<file path="src/core/bl_regs_pkg.sv">
// constants shared by the backlight register bank and its serial port
// assumes a single 20 MHz clock and an active-low asynchronous reset
package bl_regs_pkg;
  // serial bus slave address, 7 bits
  localparam logic [6:0] SLAVE_ADDR = 7'h31;
  // register offsets
  localparam logic [7:0] OFS_CTRL = 8'h00;
  localparam logic [7:0] OFS_FREQ = 8'h01;
  localparam logic [7:0] OFS_ISCALE = 8'h02;
  localparam logic [7:0] OFS_FAULT = 8'h03;
  localparam logic [7:0] OFS_BRIGHT = 8'h04;
  localparam logic [7:0] OFS_PROT = 8'h05;
  localparam logic [7:0] OFS_VENDOR = 8'h06;
  // reset values
  localparam logic [7:0] RST_CTRL = 8'hF0;
  localparam logic [7:0] RST_FREQ = 8'h44;
  localparam logic [7:0] RST_ISCALE = 8'h3B;
  localparam logic [1:0] RST_DIM_LO = 2'h3;
  localparam logic [7:0] RST_BRIGHT = 8'h7F;
  localparam logic [7:0] RST_PROT = 8'hE7;
  // vendor code: value is arbitrary
  localparam logic [7:0] VENDOR_CODE = 8'h5A;
  // field positions
  localparam int OTP_BIT = 2;
  localparam int IFACE_BIT = 2;
  localparam int OVP_LSB = 3;
  // highest valid switching code
  localparam logic [3:0] FS_MAX = 4'h9;
  // timing
  localparam longint CLK_HZ = 20_000_000;
  localparam longint SW_STEP_HZ = 100_000;
  localparam longint DIM_PWM_HZ = 23_000;
  localparam logic [7:0] SW_BASE_CYC = 8'(CLK_HZ / SW_STEP_HZ);
  localparam logic [9:0] PWM_CYC = 10'(CLK_HZ / DIM_PWM_HZ);
  localparam logic [9:0] DIM_FULL = 10'h3FF;
endpackage

</file>
<file path="src/core/reg_link_if.sv">
// strobes and data between the serial port and the register bank
// assumes both ends run on the same clock
interface reg_link_if;
  logic ptr_stb; // first data byte: register pointer
  logic wr_stb;  // later data byte: register write
  logic rd_adv;  // byte sent to host, advance pointer
  logic [7:0] wdata;
  logic [7:0] rdata;
  modport link_side (output ptr_stb, wr_stb, rd_adv, wdata, input rdata);
  modport bank_side (input ptr_stb, wr_stb, rd_adv, wdata, output rdata);
endinterface

</file>
<file path="src/core/backlight_protection_dimming_regs.sv">
// backlight controller register bank with dimming and switching timers
// assumes analog comparators and pin levels arrive asynchronously
//
// Operation
// - over-temperature flag read-only, live, resets 0
// - fault register low bits: brightness LSBs, reset 11
// - brightness upper byte register, reset 7F
// - over-voltage code bits 7:3, 2V steps
// - current-limit code bits 2:0, 50mV steps
// - over-voltage crossing raises protection event
// - switching codes 1..9 give 100..900 kHz
// - switching code zero stops gate drive
// - full-scale current code scales string current
// - internal dimming PWM 23 kHz, 10-bit duty
// - secondary device never drives boost gate
module backlight_protection_dimming_regs
  import bl_regs_pkg::*;
(
  input wire logic mclk,
  input wire logic resetn,
  input wire logic scl,
  input wire logic sda_in,
  output logic sda_oe,
  input wire logic over_temp_pin,
  input wire logic overvolt_comp_pin,
  input wire logic secondary_strap,
  output logic [3:0] string_enable,
  output logic [2:0] dim_mode,
  output logic [9:0] brightness_code,
  output logic [4:0] overvolt_threshold_code,
  output logic [2:0] current_limit_code,
  output logic [7:0] full_scale_current_code,
  output logic [2:0] short_threshold_code,
  output logic current_limit_recover,
  output logic ovp_event,
  output logic gate_drive,
  output logic dim_pwm
);
  typedef struct packed {
    logic [7:0] ctrl;      // string enables, dim source, dim mode
    logic [7:0] freq;      // recover mode, short threshold, switch_freq_code
    logic [7:0] iscale;    // full_scale_current_code
    logic [1:0] dim_lo;    // brightness_low_bits
    logic [7:0] dim_hi;    // brightness_high_bits
    logic [7:0] prot;      // overvolt_threshold_code and current_limit_code
    logic [7:0] ptr;       // register pointer, auto-increments
    logic [1:0] ot_s;      // over-temperature sync, [0] feeds [1] only
    logic otp;             // over-temperature flag
    logic [2:0] ov_s;      // comparator sync plus edge stage
    logic ovp_ev;          // one-cycle protection event
    logic [1:0] strap_s;   // strap sync
    logic strap_done;      // strap captured once after reset
    logic [1:0] strap_age; // clocks since release, lets the sync fill first
    logic secondary;       // cascaded secondary device
    logic [7:0] sw_cnt;    // switching period counter
    logic gate;            // gate drive level
    logic [9:0] pwm_cnt;   // internal dimming counter
    logic pwm;             // internal dimming level
  } bank_s;
  bank_s s_r, s_nxt;
  reg_link_if lnk ();
  logic [7:0] sw_period;
  logic [7:0] rdata;
  logic internal_pwm;
  logic [19:0] duty_lhs, duty_rhs;

  serial_port u_port (
    .mclk(mclk),
    .resetn(resetn),
    .scl(scl),
    .sda_in(sda_in),
    .sda_oe(sda_oe),
    .lnk(lnk)
  );

  // read mux; unmapped offsets read zero
  always_comb begin
    case (s_r.ptr)
      OFS_CTRL: rdata = s_r.ctrl;
      OFS_FREQ: rdata = s_r.freq;
      OFS_ISCALE: rdata = s_r.iscale;
      // other fault flags live outside this bank and read zero
      OFS_FAULT: rdata = {5'h00, s_r.otp, s_r.dim_lo};
      OFS_BRIGHT: rdata = s_r.dim_hi;
      OFS_PROT: rdata = s_r.prot;
      OFS_VENDOR: rdata = VENDOR_CODE;
      default: rdata = 8'h00;
    endcase
  end
  assign lnk.rdata = rdata;

  // switching period in clocks; invalid codes give zero (off)
  always_comb begin
    if (s_r.freq[3:0] == 4'h0 || s_r.freq[3:0] > FS_MAX) begin
      sw_period = 8'h00;
    end else begin
      sw_period = SW_BASE_CYC / {4'h0, s_r.freq[3:0]};
    end
  end

  // internal dimming only when serial source and plain PWM mode
  assign internal_pwm = s_r.ctrl[IFACE_BIT] && s_r.ctrl[1:0] == 2'b00;
  // duty compare scaled so code 3FF gives full on, 0 gives off
  assign duty_lhs = 20'({s_r.dim_hi, s_r.dim_lo}) * 20'(PWM_CYC);
  assign duty_rhs = 20'(s_r.pwm_cnt) * 20'(DIM_FULL);

  // next state of the bank
  always_comb begin
    s_nxt = s_r;
    s_nxt.ot_s = {s_r.ot_s[0], over_temp_pin};
    s_nxt.otp = s_r.ot_s[1];
    s_nxt.ov_s = {s_r.ov_s[1:0], overvolt_comp_pin};
    s_nxt.ovp_ev = s_r.ov_s[1] & ~s_r.ov_s[2];
    s_nxt.strap_s = {s_r.strap_s[0], secondary_strap};
    // strap latched once, so a glitch later cannot hand over the gate
    // wait two clocks so the sync holds the pin, not its reset zero
    if (!s_r.strap_done) begin
      if (s_r.strap_age == 2'h2) begin
        s_nxt.strap_done = 1'b1;
        s_nxt.secondary = s_r.strap_s[1];
      end else begin
        s_nxt.strap_age = s_r.strap_age + 2'h1;
      end
    end
    // pointer load, writes and read advance
    if (lnk.ptr_stb) begin
      s_nxt.ptr = lnk.wdata;
    end else if (lnk.wr_stb) begin
      s_nxt.ptr = s_r.ptr + 8'h01;
      case (s_r.ptr)
        OFS_CTRL: s_nxt.ctrl = lnk.wdata;
        OFS_FREQ: s_nxt.freq = lnk.wdata;
        OFS_ISCALE: s_nxt.iscale = lnk.wdata;
        OFS_FAULT: s_nxt.dim_lo = lnk.wdata[1:0];
        OFS_BRIGHT: s_nxt.dim_hi = lnk.wdata;
        OFS_PROT: s_nxt.prot = lnk.wdata;
        default: ;
      endcase
    end else if (lnk.rd_adv) begin
      s_nxt.ptr = s_r.ptr + 8'h01;
    end
    // switching timer: high for first half of each period
    // gate stays low until the strap is known, so a secondary never pulses it
    if (sw_period == 8'h00 || s_r.secondary || !s_r.strap_done) begin
      s_nxt.sw_cnt = 8'h00;
      s_nxt.gate = 1'b0;
    end else begin
      if (s_r.sw_cnt >= sw_period - 8'h01) begin
        s_nxt.sw_cnt = 8'h00;
      end else begin
        s_nxt.sw_cnt = s_r.sw_cnt + 8'h01;
      end
      // comparator trip blanks the gate until it clears
      s_nxt.gate = (s_nxt.sw_cnt < (sw_period >> 1)) && !s_r.ov_s[1];
    end
    // internal dimming waveform at fixed rate
    if (!internal_pwm) begin
      s_nxt.pwm_cnt = 10'h000;
      s_nxt.pwm = 1'b0;
    end else begin
      s_nxt.pwm_cnt = (s_r.pwm_cnt >= PWM_CYC - 10'h001) ? 10'h000 : s_r.pwm_cnt + 10'h001;
      s_nxt.pwm = duty_lhs > duty_rhs;
    end
  end

  // single state register
  always_ff @(posedge mclk or negedge resetn) begin
    if (!resetn) begin
      s_r <= '{ctrl: RST_CTRL, freq: RST_FREQ, iscale: RST_ISCALE, dim_lo: RST_DIM_LO,
               dim_hi: RST_BRIGHT, prot: RST_PROT, default: '0};
    end else begin
      s_r <= s_nxt;
    end
  end

  // outputs straight from state
  assign string_enable = s_r.ctrl[7:4];
  assign dim_mode = s_r.ctrl[2:0];
  assign brightness_code = {s_r.dim_hi, s_r.dim_lo};
  assign overvolt_threshold_code = s_r.prot[7:OVP_LSB];
  assign current_limit_code = s_r.prot[OVP_LSB-1:0];
  assign full_scale_current_code = s_r.iscale;
  assign short_threshold_code = s_r.freq[6:4];
  assign current_limit_recover = s_r.freq[7];
  assign ovp_event = s_r.ovp_ev;
  assign gate_drive = s_r.gate;
  assign dim_pwm = s_r.pwm;

  // flag shows in the fault read data one clock after the synchronised level
  otp_flag_a: assert property (@(posedge mclk) disable iff (!resetn)
    s_r.ot_s[1] && s_r.ptr == OFS_FAULT && !lnk.ptr_stb && !lnk.wr_stb && !lnk.rd_adv
    |=> rdata[OTP_BIT]) else $error("otp flag not set");
  // low brightness bits take the written value
  low_write_a: assert property (@(posedge mclk) disable iff (!resetn)
    lnk.wr_stb && s_r.ptr == OFS_FAULT |=> brightness_code[1:0] == $past(lnk.wdata[1:0]))
    else $error("brightness low bits not written");
  // upper byte lands at code bits 9:2
  high_write_a: assert property (@(posedge mclk) disable iff (!resetn)
    lnk.wr_stb && s_r.ptr == OFS_BRIGHT |=> brightness_code[9:2] == $past(lnk.wdata))
    else $error("brightness upper byte not written");
  // threshold fields follow a protection write
  ovp_field_a: assert property (@(posedge mclk) disable iff (!resetn)
    lnk.wr_stb && s_r.ptr == OFS_PROT |=> overvolt_threshold_code == $past(lnk.wdata[7:3]))
    else $error("overvoltage code wrong");
  ocp_field_a: assert property (@(posedge mclk) disable iff (!resetn)
    lnk.wr_stb && s_r.ptr == OFS_PROT |=> current_limit_code == $past(lnk.wdata[2:0]))
    else $error("current limit code wrong");
  // comparator rise gives one pulse one clock after synchroniser output
  ovp_pulse_a: assert property (@(posedge mclk) disable iff (!resetn)
    $rose(s_r.ov_s[1]) |=> ovp_event ##1 !ovp_event) else $error("ovp event wrong");
  // zero code holds gate low
  fsw_off_a: assert property (@(posedge mclk) disable iff (!resetn)
    s_r.freq[3:0] == 4'h0 |=> !gate_drive) else $error("gate switching while off");
  // secondary never switches
  cascade_gate_a: assert property (@(posedge mclk) disable iff (!resetn)
    s_r.secondary |=> !gate_drive) else $error("secondary drove gate");
  // no switching before the strap has been captured
  strap_wait_a: assert property (@(posedge mclk) disable iff (!resetn)
    !s_r.strap_done |=> !gate_drive) else $error("gate switched before strap known");
  // dimming output silent outside internal mode
  pwm_mode_a: assert property (@(posedge mclk) disable iff (!resetn)
    !internal_pwm |=> !dim_pwm) else $error("internal pwm outside mode");
endmodule

</file>
<file path="src/core/serial_port.sv">
// two-wire serial slave: address match, pointer byte, writes and reads
// assumes scl and sda come from pins, sda is open drain
module serial_port
  import bl_regs_pkg::*;
(
  input wire logic mclk,
  input wire logic resetn,
  input wire logic scl,
  input wire logic sda_in,
  output logic sda_oe,
  reg_link_if.link_side lnk
);
  typedef enum logic [6:0] {
    S_IDLE = 7'h01, S_ADDR = 7'h02, S_ACKA = 7'h04, S_WR = 7'h08,
    S_ACKW = 7'h10, S_RD = 7'h20, S_ACKR = 7'h40
  } port_e;
  typedef struct packed {
    port_e st;
    logic [2:0] scl_s; // [0] is only read by [1]
    logic [2:0] sda_s;
    logic [3:0] bitcnt;
    logic [7:0] sh;
    logic [7:0] wdata; // byte handed to the bank with its strobe
    logic rw;
    logic first;
    logic oe;
    logic ptr_stb, wr_stb, rd_adv;
  } port_s;
  port_s s_r, s_nxt;
  logic scl_rise, scl_fall, start_c, stop_c;

  // edges on the synchronised copies only
  assign scl_rise = s_r.scl_s[1] & ~s_r.scl_s[2];
  assign scl_fall = ~s_r.scl_s[1] & s_r.scl_s[2];
  assign start_c = s_r.scl_s[1] & s_r.scl_s[2] & ~s_r.sda_s[1] & s_r.sda_s[2];
  assign stop_c = s_r.scl_s[1] & s_r.scl_s[2] & s_r.sda_s[1] & ~s_r.sda_s[2];

  // next state of the whole port
  always_comb begin
    s_nxt = s_r;
    s_nxt.scl_s = {s_r.scl_s[1:0], scl};
    s_nxt.sda_s = {s_r.sda_s[1:0], sda_in};
    s_nxt.ptr_stb = 1'b0;
    s_nxt.wr_stb = 1'b0;
    s_nxt.rd_adv = 1'b0;
    if (start_c) begin
      // repeated start allowed from any state
      s_nxt.st = S_ADDR;
      s_nxt.bitcnt = 4'h0;
      s_nxt.oe = 1'b0;
    end else if (stop_c) begin
      s_nxt.st = S_IDLE;
      s_nxt.oe = 1'b0;
    end else if (scl_rise) begin
      case (s_r.st)
        S_ADDR, S_WR: begin
          s_nxt.sh = {s_r.sh[6:0], s_r.sda_s[1]};
          s_nxt.bitcnt = s_r.bitcnt + 4'h1;
        end
        S_RD: s_nxt.bitcnt = s_r.bitcnt + 4'h1;
        // host nack ends the read burst
        S_ACKR: if (s_r.sda_s[1]) s_nxt.st = S_IDLE;
        default: ;
      endcase
    end else if (scl_fall) begin
      case (s_r.st)
        S_ADDR: if (s_r.bitcnt == 4'h8) begin
          if (s_r.sh[7:1] == SLAVE_ADDR) begin
            s_nxt.st = S_ACKA;
            s_nxt.rw = s_r.sh[0];
            s_nxt.oe = 1'b1;
          end else begin
            s_nxt.st = S_IDLE;
          end
        end
        S_ACKA: begin
          s_nxt.bitcnt = 4'h0;
          if (s_r.rw) begin
            s_nxt.st = S_RD;
            s_nxt.sh = lnk.rdata;
            s_nxt.oe = ~lnk.rdata[7];
          end else begin
            s_nxt.st = S_WR;
            s_nxt.first = 1'b1;
            s_nxt.oe = 1'b0;
          end
        end
        S_WR: if (s_r.bitcnt == 4'h8) begin
          s_nxt.st = S_ACKW;
          s_nxt.oe = 1'b1;
          s_nxt.first = 1'b0;
          s_nxt.ptr_stb = s_r.first;
          s_nxt.wr_stb = ~s_r.first;
          s_nxt.wdata = s_r.sh;
        end
        S_ACKW: begin
          s_nxt.st = S_WR;
          s_nxt.bitcnt = 4'h0;
          s_nxt.oe = 1'b0;
        end
        S_RD: begin
          if (s_r.bitcnt == 4'h8) begin
            s_nxt.st = S_ACKR;
            s_nxt.oe = 1'b0;
            s_nxt.rd_adv = 1'b1;
          end else begin
            s_nxt.sh = {s_r.sh[6:0], 1'b0};
            s_nxt.oe = ~s_r.sh[6];
          end
        end
        S_ACKR: begin
          s_nxt.st = S_RD;
          s_nxt.bitcnt = 4'h0;
          s_nxt.sh = lnk.rdata;
          s_nxt.oe = ~lnk.rdata[7];
        end
        default: s_nxt.st = S_IDLE;
      endcase
    end
  end

  // single state register
  always_ff @(posedge mclk or negedge resetn) begin
    if (!resetn) begin
      s_r <= '{st: S_IDLE, scl_s: 3'h7, sda_s: 3'h7, default: '0};
    end else begin
      s_r <= s_nxt;
    end
  end

  assign sda_oe = s_r.oe;
  assign lnk.ptr_stb = s_r.ptr_stb;
  assign lnk.wr_stb = s_r.wr_stb;
  assign lnk.rd_adv = s_r.rd_adv;
  assign lnk.wdata = s_r.wdata;
endmodule

</file>
<file path="config.mk">
export PLATFORM = sky130hd
export DESIGN_NAME = backlight_protection_dimming_regs
export DESIGN_NICKNAME = d
export VERILOG_FILES = /design/src/core/bl_regs_pkg.sv /design/src/core/reg_link_if.sv /design/src/core/backlight_protection_dimming_regs.sv /design/src/core/serial_port.sv
export SDC_FILE = /design/constraint.sdc
export NUM_CORES = 1
export LEC_CHECK = 0
export ABC_AREA = 1
export BUFFER_PORTS_ARGS = -buffer_cell sky130_fd_sc_hd__buf_2
export CELL_PAD_IN_SITES_DETAIL_PLACEMENT = 1
export CELL_PAD_IN_SITES_GLOBAL_PLACEMENT = 2
export CORE_MARGIN = 4
export CORE_UTILIZATION = 40
export CTS_CLUSTER_DIAMETER = 80
export DETAILED_ROUTE_END_ITERATION = 12
export PLACE_DENSITY = 0.94
export SLEW_MARGIN = 20
export SYNTH_ARGS = -nofsm -noshare
export SYNTH_HDL_FRONTEND = slang
export SYNTH_SLANG_ARGS = --single-unit
export TNS_END_PERCENT = 20
</file>
<file path="constraint.sdc">
create_clock -name mclk -period 13.5 [get_ports mclk]
set_clock_uncertainty 0.2 [all_clocks]
set_input_delay 2.7 -clock mclk [delete_from_list [all_inputs] [get_ports mclk]]
set_output_delay 2.7 -clock mclk [all_outputs]
set_load 0.01 [all_outputs]
</file>
After elaboration in Yosys (flattened, before gate mapping)
Cells that the tools add are included.

cells by class
  add/sub/neg operators = 6
  multipliers = 2
  div/mod/pow operators = 1
  order comparisons = 5
  equal/unequal tests = 31
  multiplexer cells = 61
  bitwise logic cells = 22
  reductions and logical operators = 38

operator list
  operator                number
  $mux 8                  11
  $mux 7                  9
  $pmux 8 s7              1
  $pmux 7 s6              1
  $mul 10x10->20 const B  2
  $mux 4                  9
  $mux 26                 1
  $eq 8x3->1 const B      3
  $pmux 8 s3              1
  $mux 22                 1
  $reduce_and 7->1        3
  $gt 20x20->1            1
  $reduce_and 3->1        6
  $reduce_and 6->1        3
  $add 8x1->8 const B     2
  $eq 8x2->1 const B      2
  $logic_not 8->1         2
  $ne 5x1->1 const B      3
  $eq 7x6->1 const B      2
  $mux 1                  14
  $mux 14                 1
  $not 1->1               14
  $mux 12                 1
  $ne 4x1->1 const B      3
  47 further kinds        70

storage, ports and cells
  register bits = 122
  input port bits = 7
  output and inout port bits = 41
  word-level logic and storage cells = 197

Depth between registers and ports, before layout
  depth after elaboration = 11
  depth in mapped cells = 78

Cells and area by module
Synthesis repeated with hierarchy kept, for this count alone.

second synthesis, totals
  cell total of the unflattened synthesis = 1563
  area total of the unflattened synthesis = 12868.6 µm²

modules (own cells, without submodules)
  module                             times used  cells an instance  area an instance (µm²)
  backlight_protection_dimming_regs  1           1258               10488.8
  serial_port                        1           305                2379.8

Least setup slack after synthesis
No wires, ideal clock.

  path type = register to register
  start point = register s_r[68] in the netlist's numbering
  end point = register s_r, in the netlist gate_drive
  library setup time = 0.077 ns
  data arrival time = 9.694 ns
  data required time = 13.223 ns
  setup slack = 3.529 ns
  cell stages (with the launch flop) = 75
  path buffers = 1
  path through = dfrtp_1 inv_2 nand2_4 nor2_4 inv_1 ha_1 nand2_1 nand2_1 nor2_2 nand2_2 nand2_1 inv_1 ha_1 inv_1 nor2_1 nand2_1 nand3_1 nand3_1 [39 not listed] nand3_2 nand2_2 ha_1 inv_1 nor2_1 nand4_1 xnor2_1 ha_1 nand2_1 nor2_1 nand4_1 nand3_1 clkbuf_1 nor2_1 ha_1 a21oi_1 o211ai_1 a21oi_1

RTL lines
  item                      RTL line                                  RTL
  start: declaration        backlight_protection_dimming_regs.sv:60   bank_s s_r, s_nxt;
  start signal: assignment  backlight_protection_dimming_regs.sv:169  s_r <= '{ctrl: RST_CTRL, freq: RST_FREQ, iscale: RST_ISCALE, dim_lo: RST_DIM_LO,
  start signal: assignment  backlight_protection_dimming_regs.sv:172  s_r <= s_nxt;

==> results by group <==
Run status
  – Status: finished, final reports clean

STA
  – Slew Limit Fails: 0
  – Final hold vios: 0
  – Final worst path period need: between 10 and 15 ns
  – Setup TNS: 0 ns
  – Least-Margin Pin Slew: between 0.9 and 1 ns
  – Post-route clock period utilization: 0.848
  – RSZ-0062 raised after global routing: no
  – Setup Viol. Count Final: 0
  – Rel. slew slack: 0.394
  – Fmax: 0.0873 GHz

Place
  – HPWL Detailed: around 26000 microns
  – DP Area: roughly 13000 sq um
  – Placer Congestion: approximately 0.85
  – Placed Instances: roughly 1900
  – IO buf count: 47

Routing
  – Vias post-DR: 9998
  – Pre-antenna DRT Iters: 4
  – Routed WL per cell: 17.2 microns
  – DRC viols: 0
  – Detailed Route WL: 33000 microns
  – Post-DR vias/cell: 5.20
  – Post-DRT Antenna Nets: 0
  – DRT iter0 DRCs: 346

Power and ir drop
  – Comb pwr share: 0.046
  – Total power: 860 uW
  – Max VDD drop: roughly 0.081 mV
  – Internal power: around 650 uW
  – Power Density: around 64 nW/um^2
  – Switching Share: 0.244
  – Flop pwr share: 0.446
  – Power share of the clock group: 0.508
  – Leakage Power: approximately 7.1 nW
  – Sw Pwr: ~210 uW

Die
  – Total core area: approximately 31000 sq um
  – Die area: 34100 sq um
  – # rows: between 60 and 70
  – Die Width: 185 microns
  – Top Ports: 48
  – Initial Util: 0.407
  – Die Span Y: roughly 180 microns

Finish
  – Fillers: 3688
  – Most frequent cells in the layout: 286 x inv_1, 218 x nand2_1, 192 x ha_1, 107 x o21ai_0, 89 x dfrtp_1
  – Area of the multi-input gates: about 8000 sq um
  – Fin area: approximately 13000 sq um
  – Finished Core Util: 0.439
  – Layout Nets: 1780
  – P&R area growth vs syn: 7.81%
  – Sequential standard cell area: about 3100 sq um
  – Final cell count without fillers: around 1900
  – Share of cells above drive strength 1: 0.113
  – Commonest non-fill, non-tap cell in the layout: inv_1
  – ANT cells: 0

Worst setup path
  – Worst path slowest cell: dfrtp_1
  – Worst setup path class: reg -> reg
  – Required @ worst endpoint: between 10 and 15 ns
  – CP Max Fanout: 13
  – Reg2Reg Launch Point: s_r[67]
  – Max stage delay on crit path: roughly 0.73 ns
  – R2R Setup Slk: between 2 and 2.5 ns
  – Worst setup EP type: flop
  – Reg-to-Reg End: gate_drive
  – Register-to-Register Path Depth: 73
  – Setup crit start kind: flop
  – Crit path DAT: about 12 ns
  – Worst path most repeated cell: nand2_1

Hold path
  – Worst hold path stage count: 0
  – Worst hold path class: reg -> reg
  – HP Start: u_port.s_nxt[27]
  – Hold path endpoint: u_port.s_nxt[28]

Clock network
  – CTS tree: done
  – CTS resizes: 0
  – Deepest clock path buffer count: 2
  – TritonCTS Buffers: 17
  – H-tree depth: 4
  – # clock sinks: roughly 120
  – Hold buffer count at cts: 0
  – CTS Root Cell: clkbuf_16
  – Clk_lat worst skew: 0.42 ns
  – Post-CTS Setup Inserts: 0
  – Clock transition at the registers of the reported paths: 0.06 ns

Global route
  – Pin count of the biggest net entering global routing: 72
  – GRT Overall Usage: 0.198
  – Vias in the first global route: ~11000
  – First-pass GRT wire length: approximately 55000 microns
  – Antenna violations before repair: 0
  – Congestion Overflow GR: 0

Synth
  – Yosys cell types: between 60 and 70
  – Synth Instances: around 1500
  – Yosys warning total: 0
  – Async set-reset flop share out of synthesis: 1.00
  – Post-Syn Nets: ~1800
  – Post-synth EDFFs: 0
  – Register bit count reported by yosys: around 120
  – Syn_area_per_cell: 8.36 sq um
  – Mapped cell area: approximately 12000 sq um
  – Main synth FF type: dfrtp_1
  – Register area share after synthesis: 0.248

Job
  – Max cap viols: 0
-- worst max-delay path: cells and delay by family (launching register included) --
kind	cells	cell delay, ns
AND/OR/NAND/NOR	37	4.05
adder cells (fa/ha/maj)	10	2.95
AO/OA/AOI/OAI	13	2.15
buffers and inverters	12	1.09
flip-flops	1	0.73
XOR/XNOR	1	0.15
-- Yosys cell counts, types with 10 or more instances --
cell        n  area, sq um
clkbuf_1   10         37.5
fa_1       68         1360
o21ai_0   107          536
nand2_1   218          818
nor2_1     80          300
nand3_1    44          220
buf_4      36          270
ha_1      192         2400
xor2_1     50          438
dfrtp_1    89         2230
inv_1     286         1070
xnor2_1    13          114
nor3_1     22          110
nand4_1    18          113
nor4_1     12         75.1
a21oi_1    77          385
dfstp_2    33          867
nand2_2    10         62.6
-- through the flow --
stage / hold WS, ns / worst slack [ns]
2_1_floorplan: 0.131 / 3.53
3_3_place_gp: 0.134 / 2.84
3_5_place_dp: 0.146 / 2.08
4_1_cts: 0.157 / 2.06
5_1_grt: 0.162 / 0.997
6_report: 0.155 / 2.05
-- worst max-delay path by stage --
stage	to	cells past startpoint	start	slack (ns)
after floorplan	gate_drive	74	s_r[68]	3.53
after global placement	gate_drive	71	s_r[67]	2.84
after detailed placement	gate_drive	75	s_r[67]	2.08
after CTS	gate_drive	75	s_r[67]	2.06
after global routing	gate_drive	73	s_r[67]	1.0
final	gate_drive	73	s_r[67]	2.05
-- per-layer routing --
layer  wire length, microns  track usage  share of wire
met2                  16700        0.353           0.50
met4                    470       0.0423          0.014
met3                    831       0.0294          0.025
met1                  15000        0.257           0.46
met5                      0            0              0
-- flip-flops by register name, indices dropped and copies added, names as in the netlist, 5 cells and up --
| name | flops |
|---|---|
| u_port.s_r | 23 |
| brightness_code | 10 |
| overvolt_threshold_code | 5 |
| u_port.lnk.wdata | 8 |
| s_r | 38 |
| full_scale_current_code | 8 |
| s_nxt | 5 |
-- power groups by stage --
stage          Combinational, mW  Sequential (mW)  Clock (mW)
2_1_floorplan             0.0218            0.388           0
3_3_place_gp              0.0371            0.390           0
3_5_place_dp              0.0385            0.390           0
4_1_cts                   0.0407            0.384       0.442
5_1_grt                   0.0459            0.385       0.463
6_report                  0.0397            0.384       0.437
-- kinds of logic (layout without fill, tap and decap cells) --
| kind of cell | Yosys count | after routing | synth area share |
|---|---|---|---|
| buffers and inverters | 343 | 375 | 0.115 |
| AND/OR/NAND/NOR | 451 | 451 | 0.174 |
| multiplexers | 1 | 1 | 0.000902 |
| adder cells (fa/ha/maj) | 260 | 260 | 0.301 |
| XOR/XNOR | 63 | 63 | 0.0442 |
| AO/OA/AOI/OAI | 254 | 254 | 0.117 |
| flip-flops | 122 | 122 | 0.248 |
-- cell type report --
| type | instances | share of cell area |
|---|---|---|
| clock inverters | 11 | 0.00725 |
| inverters | 295 | 0.0825 |
| flip-flops and latches | 122 | 0.230 |
| well taps | 396 | 0.0368 |
| multi-input cells | 1029 | 0.591 |
| repair buffers | 48 | 0.0182 |
| clock buffers | 21 | 0.0342 |
No activity file was read; power rests on OpenSTA's default activity.
